--- src/logic/relay_alarm_defs.svh ---
// constants for the visibility alarm relay block
`ifndef RELAY_ALARM_DEFS_SVH
`define RELAY_ALARM_DEFS_SVH

// register byte offsets
`define OFS_THRESH1 8'h00
`define OFS_THRESH2 8'h04
`define OFS_THRESH3 8'h08
`define OFS_ON_DELAY 8'h0c
`define OFS_OFF_DELAY 8'h10
`define OFS_CONTROL 8'h14
`define OFS_OVERRIDE 8'h18
`define OFS_STATUS 8'h1c
`define OFS_MASK 8'h20
`define OFS_STATE 8'h24
`define OFS_VISIBILITY 8'h28

// field positions
`define CTRL_HW_SEL_BIT 0
`define OVR_ESCAPE_BIT 3
`define STATE_HW_BIT 3

// reset values
`define THRESH_RESET 16'h0000
`define DELAY_RESET 8'h05
`define CONTROL_RESET 1'b0

// timing
`define CLK_HZ 64'd200000000
`define MINUTE_S 64'd60
`define MINUTE_CYCLES (`MINUTE_S * `CLK_HZ)

`endif

--- src/logic/relay_alarm_pkg.sv ---
// types for the visibility alarm relay block
package relay_alarm_pkg;

	// per-output relay control state
	typedef enum logic [1:0] {
		ST_OFF = 2'b00,
		ST_ARMING = 2'b01,
		ST_ON = 2'b10,
		ST_RELEASING = 2'b11
	} relay_state_t;

	typedef logic [15:0] vis_t;
	typedef logic [7:0] minutes_t;

endpackage

--- src/logic/visibility_alarm_relay_control.sv ---
// three alarm relay controls driven by visibility limits or hardware status
//
// Contract
// - three independent open-collector alarm outputs decided by threshold logic
// - thresholds compare against the ten-minute average visibility only
// - a zero threshold disables its comparison; output never set by visibility
// - threshold n governs only output n; below asserts, above releases
// - condition change must persist on/off delay minutes; both default five; the free-running tick makes it n-1 to n minutes
// - third output selectable: threshold three or hardware diagnostic status
// - on hardware selection, third output follows any hardware alarm
// - after reset all three thresholds hold zero
// - override forces one or all outputs on until escape
//
// Strobed register access and the register offsets are this design's own decisions.
`timescale 1ns/1ps
`default_nettype none
`include "relay_alarm_defs.svh"

module visibility_alarm_relay_control
	import relay_alarm_pkg::*;
#(
	parameter logic [35:0] MINUTE_CYCLES = 36'(`MINUTE_CYCLES)
) (
	// clock and reset
	input wire logic clk,
	input wire logic resetn,
	// register port
	input wire logic [7:0] addr,
	input wire logic [31:0] wdata,
	input wire logic wr,
	input wire logic rd,
	output logic [31:0] rdata,
	// measurement and diagnostics
	input wire logic [15:0] vis_avg10,
	input wire logic hw_alarm,
	// open-collector drives, 1 = transistor pulls
	output logic [2:0] relay_pull,
	output logic irq
);

	// register map, one 32-bit word per offset, narrow fields in the low bits:
	//   thresholds one to three, then assert delay and release delay in minutes,
	//   control (bit 0 hands output three to the hardware alarm),
	//   override (bits 2:0 force on and accumulate, bit 3 escapes and wins),
	//   status (bits 2:0 switched on, 5:3 switched off, cleared by its read),
	//   mask of the same layout, state (drive and hardware alarm), visibility.
	// the control and override words have no read side effects, so software may
	// poll them freely; only the status read is destructive.

	// register storage
	vis_t thresh_q [3];
	minutes_t on_delay_q;
	minutes_t off_delay_q;
	logic hw_sel_q;
	logic [2:0] force_q;
	logic [5:0] status_q;
	logic [5:0] mask_q;
	logic [31:0] rdata_q;

	// minute timebase
	logic [35:0] tick_cnt_q;
	logic minute_tick;

	// per-output state
	relay_state_t st_q [3];
	minutes_t wait_q [3];
	logic [2:0] vis_on;
	logic [2:0] cond;
	logic [2:0] rise;
	logic [2:0] fall;

	// register write decode
	function automatic logic hit(input logic [7:0] a, input logic [7:0] ofs);
		hit = (a == ofs);
	endfunction

	// the drive is held through a pending release, so releasing counts as on
	function automatic logic relay_active(input relay_state_t s);
		relay_active = (s == ST_ON) || (s == ST_RELEASING);
	endfunction

	// a delay of n minutes expires on the n-th tick seen since the change
	function automatic logic delay_done(input minutes_t w, input minutes_t d);
		delay_done = (w + 8'h1) >= d;
	endfunction

	// read mux; unmapped offsets and the upper bits of narrow fields read zero
	function automatic logic [31:0] read_word(input logic [7:0] a);
		case (a)
			`OFS_THRESH1: read_word = {16'h0, thresh_q[0]};
			`OFS_THRESH2: read_word = {16'h0, thresh_q[1]};
			`OFS_THRESH3: read_word = {16'h0, thresh_q[2]};
			`OFS_ON_DELAY: read_word = {24'h0, on_delay_q};
			`OFS_OFF_DELAY: read_word = {24'h0, off_delay_q};
			`OFS_CONTROL: read_word = {31'h0, hw_sel_q};
			`OFS_OVERRIDE: read_word = {29'h0, force_q};
			`OFS_STATUS: read_word = {26'h0, status_q};
			`OFS_MASK: read_word = {26'h0, mask_q};
			`OFS_STATE: read_word = {28'h0, hw_alarm, relay_pull};
			`OFS_VISIBILITY: read_word = {16'h0, vis_avg10};
			default: read_word = 32'h0;
		endcase
	endfunction

	// minute tick from the system clock; long count so a sim can shorten it.
	// the counter runs free from reset, so the first minute after a condition
	// change is partial: a delay of n minutes really lasts n-1 to n minutes.
	// a per-output prescaler would be exact but costs three wide counters.
	always_ff @(posedge clk or negedge resetn) begin
		if (!resetn) begin
			tick_cnt_q <= 36'h0;
		end else if (tick_cnt_q >= MINUTE_CYCLES - 36'h1) begin
			tick_cnt_q <= 36'h0;
		end else begin
			tick_cnt_q <= tick_cnt_q + 36'h1;
		end
	end

	assign minute_tick = (tick_cnt_q >= MINUTE_CYCLES - 36'h1);

	// thresholds, cleared by reset so nothing alarms until programmed
	// thresholds reset zero
	always_ff @(posedge clk or negedge resetn) begin
		if (!resetn) begin
			thresh_q[0] <= `THRESH_RESET;
			thresh_q[1] <= `THRESH_RESET;
			thresh_q[2] <= `THRESH_RESET;
		end else if (wr) begin
			if (hit(addr, `OFS_THRESH1)) begin
				thresh_q[0] <= wdata[15:0];
			end
			if (hit(addr, `OFS_THRESH2)) begin
				thresh_q[1] <= wdata[15:0];
			end
			if (hit(addr, `OFS_THRESH3)) begin
				thresh_q[2] <= wdata[15:0];
			end
		end
	end

	// assert and release delays in minutes
	// default delays five
	always_ff @(posedge clk or negedge resetn) begin
		if (!resetn) begin
			on_delay_q <= `DELAY_RESET;
			off_delay_q <= `DELAY_RESET;
		end else if (wr) begin
			if (hit(addr, `OFS_ON_DELAY)) begin
				on_delay_q <= wdata[7:0];
			end
			if (hit(addr, `OFS_OFF_DELAY)) begin
				off_delay_q <= wdata[7:0];
			end
		end
	end

	// source select for the third output
	// third output source
	always_ff @(posedge clk or negedge resetn) begin
		if (!resetn) begin
			hw_sel_q <= `CONTROL_RESET;
		end else if (wr && hit(addr, `OFS_CONTROL)) begin
			hw_sel_q <= wdata[`CTRL_HW_SEL_BIT];
		end
	end

	// operator override: set bits accumulate, escape clears them all;
	// forcing sits on top of the delay machines, which keep running underneath,
	// so after an escape the drive falls straight back to the settled condition
	// force until escape
	always_ff @(posedge clk or negedge resetn) begin
		if (!resetn) begin
			force_q <= 3'h0;
		end else if (wr && hit(addr, `OFS_OVERRIDE)) begin
			if (wdata[`OVR_ESCAPE_BIT]) begin
				force_q <= 3'h0;
			end else begin
				force_q <= force_q | wdata[2:0];
			end
		end
	end

	// interrupt mask
	always_ff @(posedge clk or negedge resetn) begin
		if (!resetn) begin
			mask_q <= 6'h0;
		end else if (wr && hit(addr, `OFS_MASK)) begin
			mask_q <= wdata[5:0];
		end
	end

	// per-output condition and delay machine:
	//   off        condition false, drive released, timer held at zero
	//   arming     condition true, counting minute ticks toward the assert delay
	//   on         condition true, drive pulling, timer held at zero
	//   releasing  condition false, drive still pulling, counting the release delay
	// a zero delay skips the counting state, so the drive follows within two cycles
	genvar g;
	generate
		for (g = 0; g < 3; g++) begin : g_out
			assign vis_on[g] = (thresh_q[g] != 16'h0) && (vis_avg10 < thresh_q[g]);

			always_ff @(posedge clk or negedge resetn) begin
				if (!resetn) begin
					st_q[g] <= ST_OFF;
					wait_q[g] <= 8'h0;
				end else begin
					case (st_q[g])
						ST_OFF: begin
							wait_q[g] <= 8'h0;
							if (vis_on[g]) begin
								st_q[g] <= (on_delay_q == 8'h0) ? ST_ON : ST_ARMING;
							end
						end
						ST_ARMING: begin
							if (!vis_on[g]) begin
								st_q[g] <= ST_OFF;
								wait_q[g] <= 8'h0;
							end else if (minute_tick) begin
								if (delay_done(wait_q[g], on_delay_q)) begin
									st_q[g] <= ST_ON;
									wait_q[g] <= 8'h0;
								end else begin
									wait_q[g] <= wait_q[g] + 8'h1;
								end
							end
						end
						ST_ON: begin
							wait_q[g] <= 8'h0;
							if (!vis_on[g]) begin
								st_q[g] <= (off_delay_q == 8'h0) ? ST_OFF : ST_RELEASING;
							end
						end
						ST_RELEASING: begin
							if (vis_on[g]) begin
								st_q[g] <= ST_ON;
								wait_q[g] <= 8'h0;
							end else if (minute_tick) begin
								if (delay_done(wait_q[g], off_delay_q)) begin
									st_q[g] <= ST_OFF;
									wait_q[g] <= 8'h0;
								end else begin
									wait_q[g] <= wait_q[g] + 8'h1;
								end
							end
						end
						default: begin
							st_q[g] <= ST_OFF;
							wait_q[g] <= 8'h0;
						end
					endcase
				end
			end
		end
	endgenerate

	// condition before override; hardware path bypasses the minute delays
	// hardware alarm follows
	always_comb begin
		cond[0] = relay_active(st_q[0]);
		cond[1] = relay_active(st_q[1]);
		if (hw_sel_q) begin
			cond[2] = hw_alarm;
		end else begin
			cond[2] = relay_active(st_q[2]);
		end
	end

	// registered pin drive, override on top
	// forced outputs on
	always_ff @(posedge clk or negedge resetn) begin
		if (!resetn) begin
			relay_pull <= 3'h0;
		end else begin
			relay_pull <= cond | force_q;
		end
	end

	// edges of the output drive feed the event flags
	assign rise = (cond | force_q) & ~relay_pull;
	assign fall = ~(cond | force_q) & relay_pull;

	// sticky events: [2:0] output on, [5:3] output off; set beats read clear,
	// so an edge landing in the cycle of the status read is never lost; it
	// shows up again on the next read instead
	always_ff @(posedge clk or negedge resetn) begin
		if (!resetn) begin
			status_q <= 6'h0;
		end else if (rd && hit(addr, `OFS_STATUS)) begin
			status_q <= {fall, rise};
		end else begin
			status_q <= status_q | {fall, rise};
		end
	end

	// level interrupt from unmasked flags; combinational from registers only,
	// so it cannot glitch on the bus inputs
	assign irq = |(status_q & mask_q);

	// read data, valid the cycle after the strobe only
	always_ff @(posedge clk or negedge resetn) begin
		if (!resetn) begin
			rdata_q <= 32'h0;
		end else if (rd) begin
			rdata_q <= read_word(addr);
		end else begin
			// zero between reads lets a wired-or bus share the return path
			rdata_q <= 32'h0;
		end
	end

	assign rdata = rdata_q;

endmodule

`default_nettype wire

--- config.mk ---
export PLATFORM = sky130hd
export DESIGN_NAME = visibility_alarm_relay_control
export DESIGN_NICKNAME = d
export VERILOG_FILES = /design/src/logic/relay_alarm_pkg.sv /design/src/logic/visibility_alarm_relay_control.sv
export VERILOG_INCLUDE_DIRS = /design/src /design/src/logic
export SDC_FILE = /design/constraint.sdc
export NUM_CORES = 1
export LEC_CHECK = 0
export BUFFER_PORTS_ARGS = -buffer_cell sky130_fd_sc_hd__buf_2
export CORE_MARGIN = 8
export CORE_UTILIZATION = 54
export CTS_CLUSTER_SIZE = 28
export DETAILED_ROUTE_END_ITERATION = 8
export PLACE_DENSITY = 0.77
export SLEW_MARGIN = 30
export SYNTH_ARGS = -nofsm -noshare
export SYNTH_HDL_FRONTEND = slang
export SYNTH_SLANG_ARGS = --single-unit
--- constraint.sdc ---
create_clock -name clk -period 2.89 [get_ports clk]
set_input_delay 0.1445 -clock clk [delete_from_list [all_inputs] [get_ports clk]]
set_output_delay 0.1445 -clock clk [all_outputs]
set_load 0.05 [all_outputs]
# After elaboration in Yosys (flattened, before gate mapping)
# Cells that the tools add are included.
# W data, S select, Z words.
totals:
  regBits: 181
  in_bits: 61
  output_inout_bits: 36
classes:
  add_sub_neg: 4
  order_cmp: 10
  n_eq_ne: 37
  n_mux: 56
  n_bitwise: 8
  n_reduce_logical: 34
op_table:
  columns: ["cell", "count"]
  rows:
  - ["$pmux W16 S11", 1]
  - ["$mux W8", 18]
  - ["$pmux W8 S3", 3]
  - ["$mux W2", 26]
  - ["$ge A8 B8 Y1", 6]
  - ["$lt A16 B16 Y1", 3]
  - ["$reduce_bool A16 Y1", 3]
  - ["$add A36 B1 Y36 const B", 1]
  - ["$ge A36 B34 Y1 const B", 1]
  - ["$mux W36", 1]
  - ["$ne A3 B3 Y1 const B", 12]
  - ["$eq A8 B5 Y1 const B", 4]
  - ["$mux W32", 1]
  - ["$add A8 B1 Y8 const B", 3]
  - ["$eq A8 B6 Y1 const B", 3]
  - ["$logic_not A8 Y1", 3]
  - ["$pmux W2 S4", 3]
  - ["$reduce_and A6 Y1", 3]
  - ["$eq A8 B4 Y1 const B", 2]
  - ["$reduce_and A2 Y1", 8]
  - ["$eq A2 B2 Y1 const B", 6]
  - ["$ne A2 B2 Y1 const B", 6]
  - ["$eq A8 B3 Y1 const B", 1]
  - ["$logic_and A1 B1 Y1", 7]
  - ["other kinds (13)", 24]

# Logic depth before layout (Yosys ltp)
# Gate-level depths: netlist (run 1).
depth:
  word_depth: 8
  ltp_mapped: 13
  depth_no_buf: 13

# Least setup slack after synthesis (run 1)
# No wires, ideal clock.
synth_path:
  path_kind: "reg-to-reg"
  startpoint: "register wait_q[16] in the netlist's numbering"
  endpoint: "register wait_q[21] in the netlist's numbering"
  arrival_ns: 2.736
  required_time_ns: 2.798
  path_slack_ns: 0.062
  stages_incl_launch_ff: 13
  period_less_slack_ns: 2.828
  path_cell_list: "dfrtp_1 and3_1 nand3_1 nor2_1 xor2_1 ha_1 nand2b_1 a2111oi_0 o211ai_1 nand2_1 mux2_4 or3b_4 o31ai_2"
synth_between:
  elab_chain_cells: 6
synth_rtl:
  columns: ["element", "line", "source"]
  rows:
  - ["start, declared", "visibility_alarm_relay_control.sv:66", "minutes_t wait_q [3];"]
  - ["start signal, assigned by index", "visibility_alarm_relay_control.sv:224", "wait_q[g] <= wait_q[g] + 8'h1;"]
  - ["start signal, assigned by index", "visibility_alarm_relay_control.sv:243", "wait_q[g] <= wait_q[g] + 8'h1;"]
  - ["$add A8 B1 Y8 (*)", "visibility_alarm_relay_control.sv:84, visibility_alarm_relay_control.sv:224, visibility_alarm_relay_control.sv:243", null]
  - ["$ge A8 B8 Y1", "visibility_alarm_relay_control.sv:84", "delay_done = (w + 8'h1) >= d;"]
  - ["$mux W8, on equally long branches", "visibility_alarm_relay_control.sv:239, visibility_alarm_relay_control.sv:220", null]
  - ["$mux W8, on equally long branches", "visibility_alarm_relay_control.sv:238, visibility_alarm_relay_control.sv:219", null]
  - ["$mux W8, on equally long branches", "visibility_alarm_relay_control.sv:235, visibility_alarm_relay_control.sv:216", null]
  - ["$pmux W8 S3 (*)", "visibility_alarm_relay_control.sv:208", "case (st_q[g])"]
# Every way passes the cells marked *; elsewhere a longest branch is shown, timed or not. The select of a mux whose other input is x is not followed.
# A chain may end at the register's enable or synchronous reset.

# Worst setup path after layout (run 1)
layout_path:
  startpoint: "register wait_q[16] in the netlist's numbering"
  endpoint: "register wait_q[22] in the netlist's numbering"
# The elaborated chain is that of the path after synthesis.

==> metrics, run 1 <==
WHS=0.0145 ns; CP Launch Type=flop; power density over the cells=474 nW/um^2; maximum VDD drop=450 uV; WL/cell=19.2 um; initial core utilization=0.544; number of synthesized flops with an enable pin=0; fin util=0.635; final-report setup violation count=0; Crit Path Category=flop to flop; status=finished, final reports clean; clk buf depth=2; Mapped Avg Cell Area=10.1 um^2; hpwl dp=18.8 mm; Setup crit end kind=flop; Die X=152 um; register area=4130 um^2; row cnt=50; CP required=3.21 ns; unrepaired setup endpoints after global routing=yes; Worst EP arrival=3.17 ns; Ports=97; DR pass1 iterations=6; worst slew pin tran=0.831 ns; Die Area=23,200 um^2; Routed Antenna Nets=0; worst-case clock skew=0.00718 ns; Rel. slew slack=0.444; top cell type's share of synthesized area=0.402; CTS buffer count=17; share of layout cells above drive strength 1=0.240; Final Cycle Share=0.987; worst min-delay path category=input port to flop; DIE HEIGHT=152 um; vias per cell=6.05; Area growth syn-to-layout=16.8%; Max Cap Violations=0; crit-path max FO=7; overall routing resource usage=0.223; Top FF cell, synth=dfrtp_1; cell taking the most area after synthesis=dfrtp_1; first-pass GRT wire length=41.9 mm; vias in the first global route=8,099; GRT overflow=0; count of final hold-check violations=0; Port Buf Inserts=64; Peak Freq=0.351 GHz; Syn. warnings=0; overall routed net length=26.3 mm; CTS tree=yes; Period minus WS final=2.85 ns; Residual DRC=0; core area=18,500 um^2; Clock Sinks=165; post-synthesis sequential area ratio=0.412; nets=1,280; Synth async-reset ratio=1.00; CTS Root Cell=clkbuf_16; area of the multi-input gates=5620 um^2; RePlAce Congestion=0.902; Yosys reg bits=165; Clock Pin Slew Worst Setup and Hold Paths=0.06 ns; initial antenna violation count=0; top cells by area, synth=dfrtp_1 40%, ha_1 12%, mux2_2 8.4%; Starting DRT DRC Count=544; Static Leakage=5.53 nW; Slew Viols, Final=0; H-Tree Depth=4; Synth cell types=55; mapped cell area=10,000 um^2; fillers=1,461; largest net degree at the start of global routing=71; via count=8,283; diode count=0; Post-Synthesis Cells=997; Worst-Skew Late Latency=0.43 ns
cells in the final DEF (no fill, tap or decap), types with 19 or more instances in the layout:
| master | netlist | final |
|---|---|---|
| a22o_1 | 19 | 19 |
| o21ai_0 | 35 | 34 |
| nand2b_1 | 20 | 20 |
| buf_2 | 1 | 63 |
| xnor2_1 | 24 | 21 |
| a22oi_1 | 37 | 37 |
| mux2_2 | 75 | 75 |
| ha_1 | 97 | 94 |
| nand2_1 | 55 | 55 |
| dfrtp_1 | 161 | 161 |
| a21oi_1 | 46 | 44 |
| nor2_1 | 83 | 80 |
| nand3_1 | 31 | 29 |
| inv_1 | 73 | 71 |
| a21o_1 | 19 | 19 |
| buf_4 | 17 | 54 |
registers in the layout (all words and copies together) (netlist names):
name,cells
st_q,6
status_q,6
off_delay_q,8
thresh_q,48
tick_cnt_q,36
wait_q,24
force_q,3
on_delay_q,8
relay_pull,3
mask_q,6
rdata,16
hw_sel_q,1
logic make-up after synthesis:
family | share of synthesized area
AND/OR/NAND/NOR | 0.134
adder cells (fa/ha/maj) | 0.121
multiplexers | 0.0892
other | 0.000374
AO/OA/AOI/OAI | 0.156
buffers and inverters | 0.0480
XOR/XNOR | 0.0393
flip-flops | 0.412
where the power goes:
group | internal, mW | leakage [nW] | switching, mW | total [mW]
clock | 1.18 | 0.278 | 0.974 | 2.16
combinational | 0.328 | 3.01 | 0.523 | 0.851
sequential | 2.41 | 2.24 | 0.141 | 2.55
total | 3.92 | 5.53 | 1.64 | 5.56
critical path: stages, from the launching register on:
cell,delay [ns]
dfrtp_1,0.40
and3_4,0.21
nand3_4,0.11
nor2_2,0.16
xor2_1,0.26
ha_1,0.21
nand2b_1,0.14
a2111oi_2,0.05
buf_4,0.14
a21oi_1,0.20
nand2_1,0.08
mux2_4,0.28
buf_4,0.16
nor4bb_2,0.17
a21o_1,0.16
cell usage after synthesis, drive strengths merged, types with 2 or more instances:
master,count
or2,5
a21o,19
inv,73
a2111oi,3
nor4bb,4
o211a,2
nand3,31
xor2,21
o21ai,38
a31oi,13
a211o,12
nor2,83
nor2b,5
mux2,77
mux2i,2
a21oi,46
o31ai,5
ha,97
nor4,18
a41oi,5
a222oi,3
buf,19
nor3,14
and3,12
a22oi,37
dfrtp,161
xnor2,24
nand2b,20
a211oi,7
or3,5
dfstp,4
o21a,3
nand2,55
clkbuf,19
o2111ai,2
and4,2
nand4,16
a221oi,7
a22o,19
per-layer routing:
| layer | track usage | wire length [um] | vias to the layer above |
|---|---|---|---|
| met5 | 0 | 0 | - |
| met4 | 0.0876 | 734 | 0 |
| met3 | 0.0394 | 1550 | 62 |
| met2 | 0.374 | 12700 | 294 |
| met1 | 0.281 | 11400 | 4062 |
| li1 | - | - | 3865 |
final cells by class:
type	instances	area share
Multi-Input combinational cell	738	0.480
Timing Repair Buffer	127	0.0710
Inverter	73	0.0234
Clock inverter	12	0.00791
Clock buffer	20	0.0399
Sequential cell	165	0.353
Tap cell	234	0.0250
metrics by stage:
stage / std cells / setup slack [ns] / total power, mW / TNS [ns] / area (um^2)
3_5_place_dp: 1322 / -0.0336 / 3.39 / -0.0336 / 10900
6_report: 1369 / 0.0372 / 5.56 / 0 / 11700
2_1_floorplan: 1014 / 0.0621 / 3.07 / 0 / 10100
5_1_grt: 1369 / -0.151 / 5.77 / -0.813 / 11700
3_3_place_gp: 1322 / 0.0672 / 3.37 / 0 / 10900
4_1_cts: 1363 / 0.00496 / 5.55 / 0 / 11500
path summary, 6_finish.rpt:
kind                            endpoint  cells past startpoint  slack (ns)           from
setup reg to reg              wait_q[22]                     14        0.04     wait_q[16]
min in group asynchronous  relay_pull[2]                      2        0.31         resetn
hold reg to reg            tick_cnt_q[0]                      1        0.49  tick_cnt_q[0]
setup / recovery              wait_q[22]                     14        0.04     wait_q[16]
max in group asynchronous   thresh_q[20]                      3        1.78         resetn
hold / removal              thresh_q[42]                      2        0.01      wdata[10]
what timing repair did:
item,CTS,global route
buffers inserted,1,6
pin swaps,0,11
resized for setup,4,30
endpoints found under the setup margin,7,26
hold endpoints to repair,82,0
hold buffers,8,0
(Power assumes the default switching activity.)
==> run 2: changes to the inputs <==
CORE_UTILIZATION = 55   (was 54)
PLACE_DENSITY = 0.75   (was 0.77)
clock period = 3.3 ns   (was 2.89 ns; I/O delays follow)
==> run 2 against run 1 <==
Critical path depth is 3 lower. Power is 12% lower. Clock-buffer cell count stayed put. Register-to-register slack better by 0.15 ns. Clock power is 9.7% lower. Routed wire length is 4.0% lower. Hold slack better by 0.0061 ns. Sequential power is 12% lower. First-iteration DRC count is 17% higher. Clock skew is 0.0026 ns higher.
==> metrics, run 2 (synthesis gave the netlist of run 1 again) <==
FF-to-FF Start=wait_q[16]; WHS Endpoint=thresh_q[26]; R2R setup slack=0.18 ns (+0.15 ns); DR pass1 iterations=5 (-1); count of final hold-check violations=0 (unchanged); initial antenna violation count=0 (unchanged); Clock Sinks=165 (unchanged); worst min-delay path category=input port to flop; CTS Root Cell=clkbuf_16; Starting DRT DRC Count=637 (+17%); Die Area=22,800 um^2 (-1.6%); commonest non-fill, non-tap cell in the layout=dfrtp_1; Post-CTS Setup Inserts=0 (-1); via count=8,033 (-3.0%); Max Cap Violations=0 (unchanged); most frequent cells in the layout=159 x dfrtp_1, 96 x ha_1, 82 x nor2_1; crit-path max FO=9 (+2); Design Power=4.88 mW (-12%); power density over the cells=433 nW/um^2 (-8.8%); Rel. slew slack=0.459 (+0.0149); Largest regs=thresh_q (48), tick_cnt_q (36), wait_q (24); worst slew pin tran=0.809 ns (-0.0223 ns); share of layout cells above drive strength 1=0.188 (-0.0517); Hold Path Stages=2 (unchanged); WL/cell=19.2 um (-0.43%); largest net degree at the start of global routing=71 (unchanged); Residual DRC=0 (unchanged); core area=17,900 um^2 (-3.0%); fillers=1,435 (-1.8%); H-Tree Depth=4 (unchanged); CTS tree=yes; Die X=151 um (-0.82%); Clock Pin Slew Worst Setup and Hold Paths=0.07 ns (about the same); cell count of the worst reg-to-reg path=11 (-3); first-pass GRT wire length=40.7 mm (-2.8%); Most flops, register=thresh_q; Static Leakage=5.26 nW (-4.9%); GRT overflow=0 (unchanged); hpwl dp=18.4 mm (-2.2%); Slew Viols, Final=0 (unchanged); Setup crit end kind=flop; DIE HEIGHT=151 um (-0.82%); CTS buffer count=17 (unchanged); Crit Path Category=flop to flop; status=finished, final reports clean; initial core utilization=0.560 (+0.0168); setup tns final=0 ns (unchanged); Final WS setup=0.184 ns (+0.147 ns); maximum VDD drop=420 uV (-6.6%); Final Cycle Share=0.944 (-0.0429); row cnt=49 (-2.0%); RePlAce Congestion=0.907 (+0.60%); non-filler cells, final=1,320 (-3.6%); Ports=97 (unchanged); nets=1,237 (-3.4%); pre-CTS WS=0.0868 ns (+0.120 ns); worst r2r dst=wait_q[21]; overall routing resource usage=0.228 (+0.00481); max FFs per register=48 (unchanged); Period minus WS final=3.12 ns (+0.263 ns); vias in the first global route=7,927 (-2.1%); Routed Antenna Nets=0 (unchanged); hold path start=wdata[10]; Peak Freq=0.321 GHz (-8.4%); diode count=0 (unchanged); worst-case clock skew=0.00978 ns (+0.00260 ns); dpl cells=1,281 (-3.1%); Port Buf Inserts=64 (unchanged); Area growth syn-to-layout=12.5%; Worst-Skew Late Latency=0.44 ns (about the same); vias per cell=6.09 (+0.58%); CP Launch Type=flop; Worst EP arrival=3.45 ns (+0.28 ns); clk buf depth=2 (unchanged); CP required=3.64 ns (+0.43 ns); final-report setup violation count=0 (unchanged); overall routed net length=25.3 mm (-4.0%)
-- run 2: changes by cell type in the layout (fill, tap and decap cells not counted), sizes merged --
| cell | change |
|---|---|
| buf | -43 |
| clkinv | -4 |
| clkinvlp | +3 |
| bufinv | +2 |
| inv | -2 |
-- run 2: what timing repair did --
| action | 4_1_cts | 5_1_grt |
|---|---|---|
| hold buffers | 7 | 1 |
| setup endpoints to repair | 0 | 13 |
| hold endpoints to repair | 84 | 1 |
| resized for setup | 0 | 10 |
-- run 2: power breakdown --
part,switching [mW],total (mW),internal (mW)
clock,0.836,1.95,1.11
combinational,0.436,0.696,0.259
sequential,0.127,2.24,2.11
total,1.40,4.88,3.48
-- run 2: how the worst max path moves through the flow --
| stage | startpoint | to | depth (start not counted) |
|---|---|---|---|
| floorplan | wait_q[16] | wait_q[21] | 12 |
| global placement | wait_q[16] | wait_q[21] | 12 |
| detailed placement | wait_q[16] | wait_q[21] | 11 |
| CTS | wait_q[16] | wait_q[21] | 11 |
| global route | wait_q[8] | wait_q[11] | 13 |
| finish | wait_q[16] | wait_q[21] | 11 |
-- run 2: critical path, stage by stage, from the launching register on --
cell     delay [ns]
dfrtp_2        0.44
and3_1         0.18
nand3_1        0.17
xnor2_1        0.28
ha_1           0.29
a21o_1         0.18
a21o_1         0.18
a211o_1        0.31
a21oi_2        0.16
mux2_4         0.23
or3b_4         0.40
o31ai_2        0.20
-- run 2: per-stage QoR --
step,util,area (um^2),hold WS (ns)
after detailed placement,0.592,10600,0.226
after global placement,0.592,10600,0.217
final,0.630,11300,0.0206
after CTS,0.628,11200,0.00148
after global routing,0.630,11300,0.0212
after floorplan,-,10100,-0.131
-- run 2: area by class of cell --
cell class	count	area, um^2	area share
Multi-Input combinational cell	738	5510	0.489
Tap cell	229	287	0.0254
Clock inverter	11	126	0.0112
Inverter	73	274	0.0243
Clock buffer	20	437	0.0387
Timing Repair Buffer	84	509	0.0451
Sequential cell	165	4140	0.367
-- run 2: layer usage --
metal | global-route usage | vias up | share of wire
met4 | 0.100 | 0 | 0.031
li1 | - | 3779 | -
met2 | 0.357 | 274 | 0.47
met5 | 0 | - | 0
met3 | 0.0511 | 68 | 0.061
met1 | 0.297 | 3912 | 0.44
